<file path="src/rtl/tw_defines.svh">
`ifndef TW_DEFINES_SVH
`define TW_DEFINES_SVH

// Register byte offsets
`define TW_OFS_CTRLA  8'h00
`define TW_OFS_DUAL   8'h04
`define TW_OFS_BAUD   8'h08
`define TW_OFS_MCTRL  8'h0C
`define TW_OFS_MSTAT  8'h10
`define TW_OFS_SADDR  8'h14
`define TW_OFS_SCTRL  8'h18
`define TW_OFS_SSTAT  8'h1C
`define TW_OFS_SDATA  8'h20

// Field positions
`define TW_EN_BIT     0
`define TW_TOUT_LSB   2
`define TW_SS_MATCH   0
`define TW_SS_DIR     1
`define TW_SS_RXRDY   2
`define TW_SS_TXFULL  3
`define TW_SS_NACK    4
`define TW_SS_REP     5
`define TW_SS_STOP    6

// Reset values and codes
`define TW_RST_BYTE   8'h00
`define TW_BS_FORCE   2'h1
`define TW_RESP_OK    2'h0
`define TW_RESP_ERR   2'h2

// Timing: inactive-bus limit is baud setting scaled by this shift, then shifted left by the MCTRL timeout field
`define TW_TOUT_SHIFT 4
`define TW_BITS_BYTE  4'h8

`endif

</file>
<file path="src/rtl/tw_pkg.sv">
package tw_pkg;

    typedef enum logic [1:0] {
        TW_BS_UNKNOWN = 2'h0,
        TW_BS_IDLE    = 2'h1,
        TW_BS_OWNER   = 2'h2,
        TW_BS_BUSY    = 2'h3
    } tw_bus_state_t;

    typedef enum logic [2:0] {
        TW_S_WAIT = 3'h0,
        TW_S_ADDR = 3'h1,
        TW_S_AACK = 3'h3,
        TW_S_RX   = 3'h2,
        TW_S_RACK = 3'h6,
        TW_S_TX   = 3'h7,
        TW_S_TACK = 3'h5
    } tw_slv_state_t;

    typedef struct packed {
        logic [7:0]    ctrl_a;
        logic          dual_en;
        logic [7:0]    baud;
        logic          m_en;
        logic [1:0]    tout;
        tw_bus_state_t bstate;
        logic [17:0]   tcnt;
        logic [6:0]    saddr;
        logic          s_en;
        logic          st_match;
        logic          st_dir;
        logic          st_rxrdy;
        logic          st_txfull;
        logic          st_nack;
        logic          st_rep;
        logic          st_stop;
        logic [7:0]    rxd;
        logic [7:0]    txd;
        logic [7:0]    shift;
        logic [3:0]    cnt;
        tw_slv_state_t sst;
        logic          in_frame;
        logic [3:0]    s1;
        logic [3:0]    s2;
        logic [3:0]    s3;
        logic          scl_oe;
        logic          sda_oe;
        logic          p_scl_oe;
        logic          p_sda_oe;
        logic          s_scl_oe;
        logic          s_sda_oe;
        logic          drv;
        logic          aw_got;
        logic          w_got;
        logic [7:0]    aw_a;
        logic [7:0]    wd;
        logic          wen;
        logic          awready;
        logic          wready;
        logic          bvalid;
        logic [1:0]    bresp;
        logic          arready;
        logic          rvalid;
        logic [1:0]    rresp;
        logic [31:0]   rdata;
    } tw_state_t;

endpackage

</file>
<file path="src/rtl/tw_bus_unit.sv">
// The implementer's own choices: the placing of the registers and the AXI4-Lite interface to the registers.
`include "tw_defines.svh"
`timescale 1ns/1ps
`default_nettype none

module tw_bus_unit #(
    parameter int ADDR_W = 8
) (
    input  wire logic              ref_clk,
    input  wire logic              reset_n,
    input  wire logic [ADDR_W-1:0] s_axi_awaddr,
    input  wire logic              s_axi_awvalid,
    output logic                   s_axi_awready,
    input  wire logic [31:0]       s_axi_wdata,
    input  wire logic [3:0]        s_axi_wstrb,
    input  wire logic              s_axi_wvalid,
    output logic                   s_axi_wready,
    output logic [1:0]             s_axi_bresp,
    output logic                   s_axi_bvalid,
    input  wire logic              s_axi_bready,
    input  wire logic [ADDR_W-1:0] s_axi_araddr,
    input  wire logic              s_axi_arvalid,
    output logic                   s_axi_arready,
    output logic [31:0]            s_axi_rdata,
    output logic [1:0]             s_axi_rresp,
    output logic                   s_axi_rvalid,
    input  wire logic              s_axi_rready,
    input  wire logic              p_scl_i,
    output logic                   p_scl_o,
    output logic                   p_scl_oe,
    input  wire logic              p_sda_i,
    output logic                   p_sda_o,
    output logic                   p_sda_oe,
    input  wire logic              s_scl_i,
    output logic                   s_scl_o,
    output logic                   s_scl_oe,
    input  wire logic              s_sda_i,
    output logic                   s_sda_o,
    output logic                   s_sda_oe
);

    tw_pkg::tw_state_t st;
    tw_pkg::tw_state_t next_st;

    logic scl_s, sda_s, scl_q, sda_q;
    logic scl_r, scl_f, s_start, s_stop;
    logic p_start, p_stop, sw_force;
    logic [17:0] tlimit;

    function automatic logic tw_hit(input logic [7:0] a);
        return (a[1:0] == 2'h0) && (a <= `TW_OFS_SDATA);
    endfunction

    function automatic logic [7:0] tw_read(input tw_pkg::tw_state_t s, input logic [7:0] a);
        logic [7:0] v;
        v = 8'h00;
        case (a)
            `TW_OFS_CTRLA: v = s.ctrl_a;
            `TW_OFS_DUAL:  v = {7'h00, s.dual_en};
            `TW_OFS_BAUD:  v = s.baud;
            `TW_OFS_MCTRL: v = {4'h0, s.tout, 1'b0, s.m_en};
            `TW_OFS_MSTAT: v = {6'h00, s.bstate};
            `TW_OFS_SADDR: v = {s.saddr, 1'b0};
            `TW_OFS_SCTRL: v = {7'h00, s.s_en};
            `TW_OFS_SSTAT: v = {1'b0, s.st_stop, s.st_rep, s.st_nack, s.st_txfull, s.st_rxrdy, s.st_dir, s.st_match};
            `TW_OFS_SDATA: v = s.rxd;
            default:       v = 8'h00;
        endcase
        return v;
    endfunction

    ////////////////////////////////////////////////////////////////////////////////
    always_comb begin
        next_st = st;
        // Slave pins: secondary pair in dual mode, primary otherwise
        scl_s = st.dual_en ? st.s2[1] : st.s2[3];
        sda_s = st.dual_en ? st.s2[0] : st.s2[2];
        scl_q = st.dual_en ? st.s3[1] : st.s3[3];
        sda_q = st.dual_en ? st.s3[0] : st.s3[2];
        scl_r = scl_s & ~scl_q;
        scl_f = ~scl_s & scl_q;
        s_start = scl_s & scl_q & ~sda_s & sda_q;
        s_stop  = scl_s & scl_q & sda_s & ~sda_q;
        p_start = st.s2[3] & st.s3[3] & ~st.s2[2] & st.s3[2];
        p_stop  = st.s2[3] & st.s3[3] & st.s2[2] & ~st.s3[2];
        sw_force = 1'b0;
        tlimit = 18'({st.baud, 4'h0}) << st.tout;

        next_st.s1 = {p_scl_i, p_sda_i, s_scl_i, s_sda_i};
        next_st.s2 = st.s1;
        next_st.s3 = st.s2;

        // Register bus, write path
        if (st.bvalid && s_axi_bready) begin
            next_st.bvalid = 1'b0;
        end
        if (s_axi_awvalid && st.awready) begin
            next_st.aw_got = 1'b1;
            next_st.aw_a = s_axi_awaddr[7:0];
        end
        if (s_axi_wvalid && st.wready) begin
            next_st.w_got = 1'b1;
            next_st.wd = s_axi_wdata[7:0];
            next_st.wen = s_axi_wstrb[0];
        end
        if (next_st.aw_got && next_st.w_got && !st.bvalid) begin
            next_st.aw_got = 1'b0;
            next_st.w_got = 1'b0;
            next_st.bvalid = 1'b1;
            next_st.bresp = tw_hit(next_st.aw_a) ? `TW_RESP_OK : `TW_RESP_ERR;
            if (next_st.wen) begin
                case (next_st.aw_a)
                    `TW_OFS_CTRLA: next_st.ctrl_a = next_st.wd;
                    `TW_OFS_DUAL:  next_st.dual_en = next_st.wd[`TW_EN_BIT];
                    `TW_OFS_BAUD:  next_st.baud = next_st.wd;
                    `TW_OFS_MCTRL: begin
                        next_st.m_en = next_st.wd[`TW_EN_BIT];
                        next_st.tout = next_st.wd[`TW_TOUT_LSB+:2];
                    end
                    `TW_OFS_MSTAT: sw_force = (next_st.wd[1:0] == `TW_BS_FORCE);
                    `TW_OFS_SADDR: next_st.saddr = next_st.wd[7:1];
                    `TW_OFS_SCTRL: next_st.s_en = next_st.wd[`TW_EN_BIT];
                    `TW_OFS_SSTAT: begin
                        next_st.st_match = st.st_match & ~next_st.wd[`TW_SS_MATCH];
                        next_st.st_nack = st.st_nack & ~next_st.wd[`TW_SS_NACK];
                        next_st.st_rep = st.st_rep & ~next_st.wd[`TW_SS_REP];
                        next_st.st_stop = st.st_stop & ~next_st.wd[`TW_SS_STOP];
                    end
                    `TW_OFS_SDATA: begin
                        next_st.txd = next_st.wd;
                        next_st.st_txfull = 1'b1;
                    end
                    default: ;
                endcase
            end
        end

        // Register bus, read path; reading data frees the receive byte
        if (st.rvalid && s_axi_rready) begin
            next_st.rvalid = 1'b0;
        end
        if (s_axi_arvalid && st.arready) begin
            next_st.rvalid = 1'b1;
            next_st.rdata = {24'h000000, tw_read(st, s_axi_araddr[7:0])};
            next_st.rresp = tw_hit(s_axi_araddr[7:0]) ? `TW_RESP_OK : `TW_RESP_ERR;
            if (s_axi_araddr[7:0] == `TW_OFS_SDATA) begin
                next_st.st_rxrdy = 1'b0;
            end
        end
        next_st.awready = !next_st.aw_got && !next_st.bvalid;
        next_st.wready = !next_st.w_got && !next_st.bvalid;
        next_st.arready = !next_st.rvalid;

        ////////////////////////////////////////////////////////////////////////////////
        // Bus state monitor on the primary pair
        if (!next_st.m_en) begin
            next_st.bstate = tw_pkg::TW_BS_UNKNOWN;
            next_st.tcnt = 18'h00000;
        end else begin
            if (sw_force) begin
                next_st.bstate = tw_pkg::TW_BS_IDLE;
            end
            if (st.s2[3] && st.s2[2] && st.tout != 2'h0) begin
                next_st.tcnt = st.tcnt + 18'h00001;
                if (st.tcnt >= tlimit) begin
                    next_st.bstate = tw_pkg::TW_BS_IDLE;
                    next_st.tcnt = 18'h00000;
                end
            end else begin
                next_st.tcnt = 18'h00000;
            end
            if (p_stop) begin
                next_st.bstate = tw_pkg::TW_BS_IDLE;
            end else if (p_start && st.bstate == tw_pkg::TW_BS_IDLE) begin
                next_st.bstate = tw_pkg::TW_BS_BUSY;
            end
        end

        ////////////////////////////////////////////////////////////////////////////////
        // Slave engine
        if (!st.s_en) begin
            next_st.sst = tw_pkg::TW_S_WAIT;
            next_st.sda_oe = 1'b0;
            next_st.scl_oe = 1'b0;
            next_st.in_frame = 1'b0;
        end else if (s_start) begin
            if (st.in_frame) begin
                next_st.st_rep = 1'b1;
            end
            next_st.in_frame = 1'b1;
            next_st.sst = tw_pkg::TW_S_ADDR;
            next_st.cnt = 4'h0;
            next_st.sda_oe = 1'b0;
            next_st.scl_oe = 1'b0;
        end else if (s_stop) begin
            next_st.in_frame = 1'b0;
            next_st.st_stop = 1'b1;
            next_st.sst = tw_pkg::TW_S_WAIT;
            next_st.sda_oe = 1'b0;
            next_st.scl_oe = 1'b0;
        end else begin
            case (st.sst)
                tw_pkg::TW_S_ADDR, tw_pkg::TW_S_RX: begin
                    if (scl_r) begin
                        next_st.shift = {st.shift[6:0], sda_s};
                        next_st.cnt = st.cnt + 4'h1;
                    end
                    if (scl_f && st.cnt == `TW_BITS_BYTE) begin
                        if (st.sst == tw_pkg::TW_S_RX) begin
                            next_st.rxd = st.shift;
                            next_st.st_rxrdy = 1'b1;
                            next_st.sda_oe = 1'b1;
                            next_st.sst = tw_pkg::TW_S_RACK;
                        end else if (st.shift[7:1] == st.saddr) begin
                            next_st.st_match = 1'b1;
                            next_st.st_dir = st.shift[0];
                            next_st.sda_oe = 1'b1;
                            next_st.sst = tw_pkg::TW_S_AACK;
                        end else begin
                            next_st.sst = tw_pkg::TW_S_WAIT;
                        end
                    end
                end
                tw_pkg::TW_S_AACK, tw_pkg::TW_S_RACK, tw_pkg::TW_S_TACK: begin
                    if (scl_r && st.sst == tw_pkg::TW_S_TACK) begin
                        next_st.st_nack = sda_s;
                    end
                    // Act on the falling clock, or keep checking while stretching
                    if (scl_f || st.scl_oe) begin
                        next_st.sda_oe = 1'b0;
                        if (st.sst == tw_pkg::TW_S_TACK && st.st_nack) begin
                            next_st.scl_oe = 1'b0;
                            next_st.sst = tw_pkg::TW_S_WAIT;
                        end else if (st.st_dir) begin
                            if (st.st_txfull) begin
                                next_st.shift = st.txd;
                                next_st.st_txfull = 1'b0;
                                next_st.sda_oe = ~st.txd[7];
                                next_st.cnt = 4'h0;
                                next_st.scl_oe = 1'b0;
                                next_st.sst = tw_pkg::TW_S_TX;
                            end else begin
                                next_st.scl_oe = 1'b1;
                            end
                        end else if (next_st.st_rxrdy) begin
                            next_st.scl_oe = 1'b1;
                        end else begin
                            next_st.scl_oe = 1'b0;
                            next_st.cnt = 4'h0;
                            next_st.sst = tw_pkg::TW_S_RX;
                        end
                    end
                end
                tw_pkg::TW_S_TX: begin
                    if (scl_r) begin
                        next_st.cnt = st.cnt + 4'h1;
                    end
                    if (scl_f) begin
                        if (st.cnt == `TW_BITS_BYTE) begin
                            next_st.sda_oe = 1'b0;
                            next_st.sst = tw_pkg::TW_S_TACK;
                        end else begin
                            next_st.shift = {st.shift[6:0], 1'b0};
                            next_st.sda_oe = ~st.shift[6];
                        end
                    end
                end
                default: begin
                    next_st.sda_oe = 1'b0;
                    next_st.scl_oe = 1'b0;
                end
            endcase
        end

        // Open-drain pins: only ever pulled low or released
        next_st.drv = 1'b0;
        next_st.p_scl_oe = next_st.scl_oe & ~next_st.dual_en;
        next_st.p_sda_oe = next_st.sda_oe & ~next_st.dual_en;
        next_st.s_scl_oe = next_st.scl_oe & next_st.dual_en;
        next_st.s_sda_oe = next_st.sda_oe & next_st.dual_en;
    end

    always_ff @(posedge ref_clk or negedge reset_n) begin
        if (!reset_n) begin
            st <= '0;
        end else begin
            st <= next_st;
        end
    end

    assign s_axi_awready = st.awready;
    assign s_axi_wready  = st.wready;
    assign s_axi_bvalid  = st.bvalid;
    assign s_axi_bresp   = st.bresp;
    assign s_axi_arready = st.arready;
    assign s_axi_rvalid  = st.rvalid;
    assign s_axi_rresp   = st.rresp;
    assign s_axi_rdata   = st.rdata;
    assign p_scl_o  = st.drv;
    assign p_sda_o  = st.drv;
    assign s_scl_o  = st.drv;
    assign s_sda_o  = st.drv;
    assign p_scl_oe = st.p_scl_oe;
    assign p_sda_oe = st.p_sda_oe;
    assign s_scl_oe = st.s_scl_oe;
    assign s_sda_oe = st.s_sda_oe;

    ////////////////////////////////////////////////////////////////////////////////
    property p_stop_idle;
        @(posedge ref_clk) disable iff (!reset_n)
        (next_st.m_en && p_stop) |=> (st.bstate == tw_pkg::TW_BS_IDLE);
    endproperty
    a_stop_idle: assert property (p_stop_idle) else $error("stop did not idle bus");

    property p_off_unknown;
        @(posedge ref_clk) disable iff (!reset_n)
        !st.m_en |-> (st.bstate == tw_pkg::TW_BS_UNKNOWN);
    endproperty
    a_off_unknown: assert property (p_off_unknown) else $error("disabled master not unknown");

    property p_start_addr;
        @(posedge ref_clk) disable iff (!reset_n)
        (st.s_en && s_start) |=> (st.sst == tw_pkg::TW_S_ADDR && st.cnt == 4'h0 && !st.sda_oe);
    endproperty
    a_start_addr: assert property (p_start_addr) else $error("start not taken");

    property p_rep_start;
        @(posedge ref_clk) disable iff (!reset_n)
        (st.s_en && s_start && st.in_frame) |=> st.st_rep;
    endproperty
    a_rep_start: assert property (p_rep_start) else $error("repeated start missed");

    property p_sda_low_clk;
        @(posedge ref_clk) disable iff (!reset_n)
        ($changed(st.sda_oe) && $past(st.s_en) && st.s_en && !$past(s_start) && !$past(s_stop))
            |-> !$past(scl_s);
    endproperty
    a_sda_low_clk: assert property (p_sda_low_clk) else $error("data moved with clock high");

    property p_ack_match;
        @(posedge ref_clk) disable iff (!reset_n)
        (st.s_en && !s_start && !s_stop && st.sst == tw_pkg::TW_S_ADDR && scl_f && st.cnt == 4'h8
            && st.shift[7:1] == st.saddr) |=> (st.sda_oe && st.sst == tw_pkg::TW_S_AACK) ##1 st.p_sda_oe | st.s_sda_oe;
    endproperty
    a_ack_match: assert property (p_ack_match) else $error("address not acknowledged");

    property p_nomatch;
        @(posedge ref_clk) disable iff (!reset_n)
        (st.s_en && !s_start && !s_stop && st.sst == tw_pkg::TW_S_ADDR && scl_f && st.cnt == 4'h8
            && st.shift[7:1] != st.saddr) |=> (st.sst == tw_pkg::TW_S_WAIT && !st.sda_oe && !st.scl_oe);
    endproperty
    a_nomatch: assert property (p_nomatch) else $error("foreign address not released");

    property p_stretch;
        @(posedge ref_clk) disable iff (!reset_n)
        st.scl_oe |-> (st.sst inside {tw_pkg::TW_S_AACK, tw_pkg::TW_S_RACK, tw_pkg::TW_S_TACK});
    endproperty
    a_stretch: assert property (p_stretch) else $error("clock held outside acknowledge");

    property p_pins;
        @(posedge ref_clk) disable iff (!reset_n)
        !p_scl_o && !p_sda_o && !s_scl_o && !s_sda_o && !(s_scl_oe && !st.dual_en) && !(p_scl_oe && st.dual_en);
    endproperty
    a_pins: assert property (p_pins) else $error("pin driven high or wrong pair");

    property p_bhold;
        @(posedge ref_clk) disable iff (!reset_n)
        (st.bvalid && !s_axi_bready) |=> (st.bvalid && $stable(st.bresp));
    endproperty
    a_bhold: assert property (p_bhold) else $error("write response dropped");

endmodule // tw_bus_unit

`default_nettype wire

</file>
<file path="config.mk">
export PLATFORM = sky130hd
export DESIGN_NAME = tw_bus_unit
export DESIGN_NICKNAME = d
export VERILOG_FILES = /design/src/rtl/tw_pkg.sv /design/src/rtl/tw_bus_unit.sv
export VERILOG_INCLUDE_DIRS = /design/src /design/src/rtl
export SDC_FILE = /design/constraint.sdc
export NUM_CORES = 1
export LEC_CHECK = 0
export BUFFER_PORTS_ARGS = -buffer_cell sky130_fd_sc_hd__buf_2
export CAP_MARGIN = 20
export CORE_MARGIN = 10
export CORE_UTILIZATION = 55
export CTS_CLUSTER_DIAMETER = 100
export CTS_CLUSTER_SIZE = 28
export DETAILED_ROUTE_END_ITERATION = 16
export PLACE_DENSITY = 0.8
export SYNTH_ARGS = -nofsm -noshare
export SYNTH_HDL_FRONTEND = slang
export SYNTH_SLANG_ARGS = --single-unit
</file>
<file path="constraint.sdc">
create_clock -name ref_clk -period 5.2 [get_ports ref_clk]
set_input_delay 0 -clock ref_clk [delete_from_list [all_inputs] [get_ports ref_clk]]
set_output_delay 0 -clock ref_clk [all_outputs]
set_load 0.02 [all_outputs]
</file>
==> results.env <==
RUN_STATUS='finished clean'
WORSTPATHBUFFERINVERTERCOUNT=0
CTS-ROOT-TO-SINK-BUFFERS=2
DIEAREA_UM2=18490
FINALMAXSLEWVIOLATIONS=0
INSERTEDDIODECOUNT=0
PREDOMINANT_POST_SYNTHESIS_FLOP_CELL='sky130_fd_sc_hd__dfrtp_1'
MAX_CAP_VIOLATIONS=0
SYNTH_LARGEST_TYPE_AREA_FRACTION_PCT=47.03
CLOCK_SINK_COUNT=139
CHIPWIDTH_UM=136.0
MIN_PERIOD_OVER_PERIOD_PCT=59.46
FINAL-INSTANCE-COUNT-EXCL-FILL=994
REQUIRED_NS=5.55
DRTPASS1ITERATIONS=5
FINAL-SETUP-VIOL-COUNT=0
NUMPLACEDINSTANCES=942
PATH_DELAY_FAMILY='compound AO/OA/AOI/OAI gates'
RSZ0062_AT_GRT='false'
CP_NUM_CELLS=8
POWER-PER-CELL-AREA_nW_PER_UM2=388.0
DIE-HEIGHT_UM=136.0
HPWL_AFTER_DETAILED_PLACEMENT_UM=12220
GRT_USAGE_PCT=19.17
SYNTH-SEQ-AREA-SHARE_PCT=47.03
R2R_END='st[132]$_DFF_PN0_'
CTS_ROOT_BUF='sky130_fd_sc_hd__clkbuf_16'
REMAINING_DRC_ERRORS=0
YS_TYPES=68
SHARE_OF_LAYOUT_CELLS_ABOVE_DRIVE_STRENGTH_1_PCT=17.11
SYNTH-SEQ-CELLS=139
SYN_AREA_PER_CELL_UM2=9.927
MAXSLEWHEADROOM_PCT=44.40
SYNTH_EDF_COUNT=0
IO_BUFFERS=54
PLACE_WORST_SETUP_SLACK_NS=2.165
POSTSYNTH.ASYNCRESETSHARE_PCT=100.0
NETLIST_AREA_UM2=7396
INTERNAL-POWER_mW=2.259
AREA_DELTA_SYNTH_FINAL_PCT=13.58
POWER.LEAKAGE_nW=3.909
ROWS=42
SWITCHING_POWER_uW=999.7
LARGEST_NET_DEGREE_AT_THE_START_OF_GLOBAL_ROUTING=94
DETAIL_ROUTE.ITER0.VIOLATIONS=417
FINAL.SETUP_SKEW_NS=0.008427
ANTENNA_LEFT=0
CRIT_PATH_END_KIND='flip-flop'
POSTLAYOUTCOREUTIL_PCT=63.69
TOP_LEVEL_PORTS=112
WORSTPATHARRIVAL_NS=3.44
SYN_INST=745
FF2FF_PATH_DEPTH=8
HOLD_CLASS='input port to flip-flop'
ENDPOINT_WITH_THE_WORST_HOLD_SLACK='st[45]$_DFF_PN0_'
PATH_CLK_SLEW_NS=0.06
REMAINING_OVERFLOW_GRT=0
CRITPATHLAUNCHTYPE='flip-flop'
REG2REG_SETUP_SLACK_NS=2.11
CTS_TREE='done'
CRIT_FANOUT=16
LAYOUT_COMMON_CELLS='sky130_fd_sc_hd__dfrtp_1 (139), sky130_fd_sc_hd__nor2_1 (68), sky130_fd_sc_hd__nand2_1 (60)'
MAX_STAGE_DELAY_NS=0.60
AREA_TAKEN_BY_FLIP_FLOPS_AND_LATCHES_UM2=3478
LAYOUT_COMMONEST_CELL='sky130_fd_sc_hd__dfrtp_1'
FMAX_MHz=323.4
POWER_FRAC_CLOCK_PCT=37.7
COUNT_OF_FILL_CELLS_ADDED_DURING_FILLER_INSERTION=1079
FINAL-HOLD-VIOLATION-COUNT=0
WORST_PIN_SLEW_NS=0.8339
FINALCRITICALPERIOD_NS=3.092
HOLD_PATH_DEPTH=3
FINAL.SETUP.TNS_NS=0
TIMING.CRITICAL_PATH.CELLS='mux2_2, o21ai_0, ha_1, a211oi_1, nor2_1, o41ai_1, nand4b_2, nor2_1'
CORE_UM2=13190
CLK-INSERTION-DELAY-LATE_NS=0.43
CRITPATHKIND='flip-flop to flip-flop'
YS_TOP_CELLS_BY_AREA='sky130_fd_sc_hd__dfrtp_1 (47%), sky130_fd_sc_hd__mux2_2 (5.0%), sky130_fd_sc_hd__buf_4 (4.3%), sky130_fd_sc_hd__mux2i_1 (3.7%), sky130_fd_sc_hd__o21ai_0 (3.7%)'
P_SEQ_SHARE_PCT=41.7
VDD_IR_DROP_MAX_mV=0.3551
DRT-TOTAL-WL_UM=17390
CLOCK_TREE.HTREE_LEVEL_COUNT=4
TIMING.CRITICAL_PATH.MODE_CELL='sky130_fd_sc_hd__nor2_1'
NETSWITCHINGFRACTION_PCT=30.67
DETAILROUTE.VIA_COUNT=5634
WORST_SLACK_NS=2.108
VIA_COUNT_OF_THE_FIRST_GLOBAL_ROUTING_PASS=5554
SLOWEST_STAGE='sky130_fd_sc_hd__dfrtp_1'
ROUTEDWLPERCELL_UM=17.50
YS_WARN_COUNT=0
INITIAL_CORE_UTIL_PCT=56.07
MULTIINPUTGATEAREA_UM2=3457
INITIAL_ANTENNA_VIOLATION_COUNT=0
LAYOUT.NETS=884
POWER_FRAC_COMB_PCT=20.6
CTS_INSERTED_BUFFERS=17
SYNTH_TOP_AREA_CELL='sky130_fd_sc_hd__dfrtp_1'
MIN_FROM='s_axi_wdata[3]'
TIMING.RR.START='st[147]$_DFFE_PN0P_'
ROUTE.DETAILED.VIAS_PER_INST=5.668
WIRE_LENGTH_OF_THE_FIRST_GLOBAL_ROUTING_PASS_UM=28220
GPL.FINAL_WEIGHTED_CONGESTION=0.9211
worst max-delay path by stage:
| stage | from | slack, ns | endpoint |
|---|---|---|---|
| 3_3_place_gp | st[147]$_DFFE_PN0P_ | 2.23 | st[131]$_DFF_PN0_ |
| 3_5_place_dp | st[147]$_DFFE_PN0P_ | 2.16 | st[132]$_DFF_PN0_ |
| 5_1_grt | st[147]$_DFFE_PN0P_ | 1.85 | st[133]$_DFF_PN0_ |
| 6_report | st[147]$_DFFE_PN0P_ | 2.11 | st[132]$_DFF_PN0_ |
| 2_1_floorplan | st[147]$_DFFE_PN0P_ | 2.47 | st[134]$_DFF_PN0_ |
| 4_1_cts | st[147]$_DFFE_PN0P_ | 2.12 | st[132]$_DFF_PN0_ |
per-stage QoR:
step | hold slack [ns] | power (mW) | instance area, um2
global route | 0.02593 | 3.423 | 8401
floorplan | -0.2956 | 1.820 | 7512
detailed placement | 0.1094 | 2.010 | 7594
finish | 0.02389 | 3.259 | 8401
CTS | 0.007067 | 3.270 | 8396
global placement | 0.1088 | 1.986 | 7594
worst register-to-register path: cells and delay by family, from the launching register on:
| family | cells | cell delay, ns |
|---|---|---|
| AO/OA/AOI/OAI | 3 | 0.94 |
| AND/OR/NAND/NOR | 3 | 0.81 |
| flip-flops | 1 | 0.60 |
| multiplexers | 1 | 0.39 |
| adder cells (fa/ha/maj) | 1 | 0.27 |
power groups by stage:
stage | logic, mW | clock network (mW) | registers [mW]
after floorplan | 0.484 | 0 | 1.34
final | 0.671 | 1.23 | 1.36
after global routing | 0.753 | 1.30 | 1.37
after global placement | 0.620 | 0 | 1.37
after CTS | 0.669 | 1.25 | 1.35
after detailed placement | 0.638 | 0 | 1.37
flip-flops by register name (all words and copies together), names as in the netlist:
register,cells
s_axi_arready,1
st,112
s_axi_bvalid,1
s_scl_oe,1
next_st,8
p_scl_oe,1
s_axi_rvalid,1
s_axi_awready,1
s_axi_wready,1
s_axi_rdata,8
p_sda_oe,1
s_axi_bresp,1
s_axi_rresp,1
s_sda_oe,1
routing by layer:
metal  global-route usage, %  part of all wire [%]
met1                   23.71                    42
met2                   31.43                    50
met3                   5.277                   6.5
met4                   6.982                   1.5
met5                       0                     0
final cells by class:
cell class / count / area share [%]
Inverter: 39 / 1.743
Sequential cell: 139 / 41.41
Clock buffer: 20 / 5.436
Timing Repair Buffer: 77 / 5.913
Tap cell: 176 / 2.621
Clock inverter: 11 / 1.728
Multi-Input combinational cell: 532 / 41.15
synth_stat cells, types with 15 or more instances:
| cell type | instances |
|---|---|
| sky130_fd_sc_hd__a21oi_1 | 41 |
| sky130_fd_sc_hd__mux2i_1 | 27 |
| sky130_fd_sc_hd__inv_1 | 38 |
| sky130_fd_sc_hd__nand2_1 | 60 |
| sky130_fd_sc_hd__dfrtp_1 | 139 |
| sky130_fd_sc_hd__buf_4 | 42 |
| sky130_fd_sc_hd__mux2_2 | 33 |
| sky130_fd_sc_hd__ha_1 | 15 |
| sky130_fd_sc_hd__o21ai_0 | 54 |
| sky130_fd_sc_hd__nor2_1 | 68 |
| sky130_fd_sc_hd__xnor2_1 | 15 |
| sky130_fd_sc_hd__nand3_1 | 21 |
what timing repair did:
action,in CTS,in global routing
gates resized for setup,0,0
endpoints found under the hold margin,113,0
setup buffers,0,0
hold buffers,20,0
kinds of logic (layout without fill, tap and decap cells):
group	count (synthesis)	in the layout	share of synthesized area, %
compound gates	158	158	13.30
buf+inv	105	147	7.799
fa+ha+maj	16	16	2.673
xor+xnor	25	25	2.961
flops	139	139	47.03
mux	61	61	8.831
other cells	1	32	0.05070
simple gates	240	240	17.36
Power figures use the tool's default switching activity.
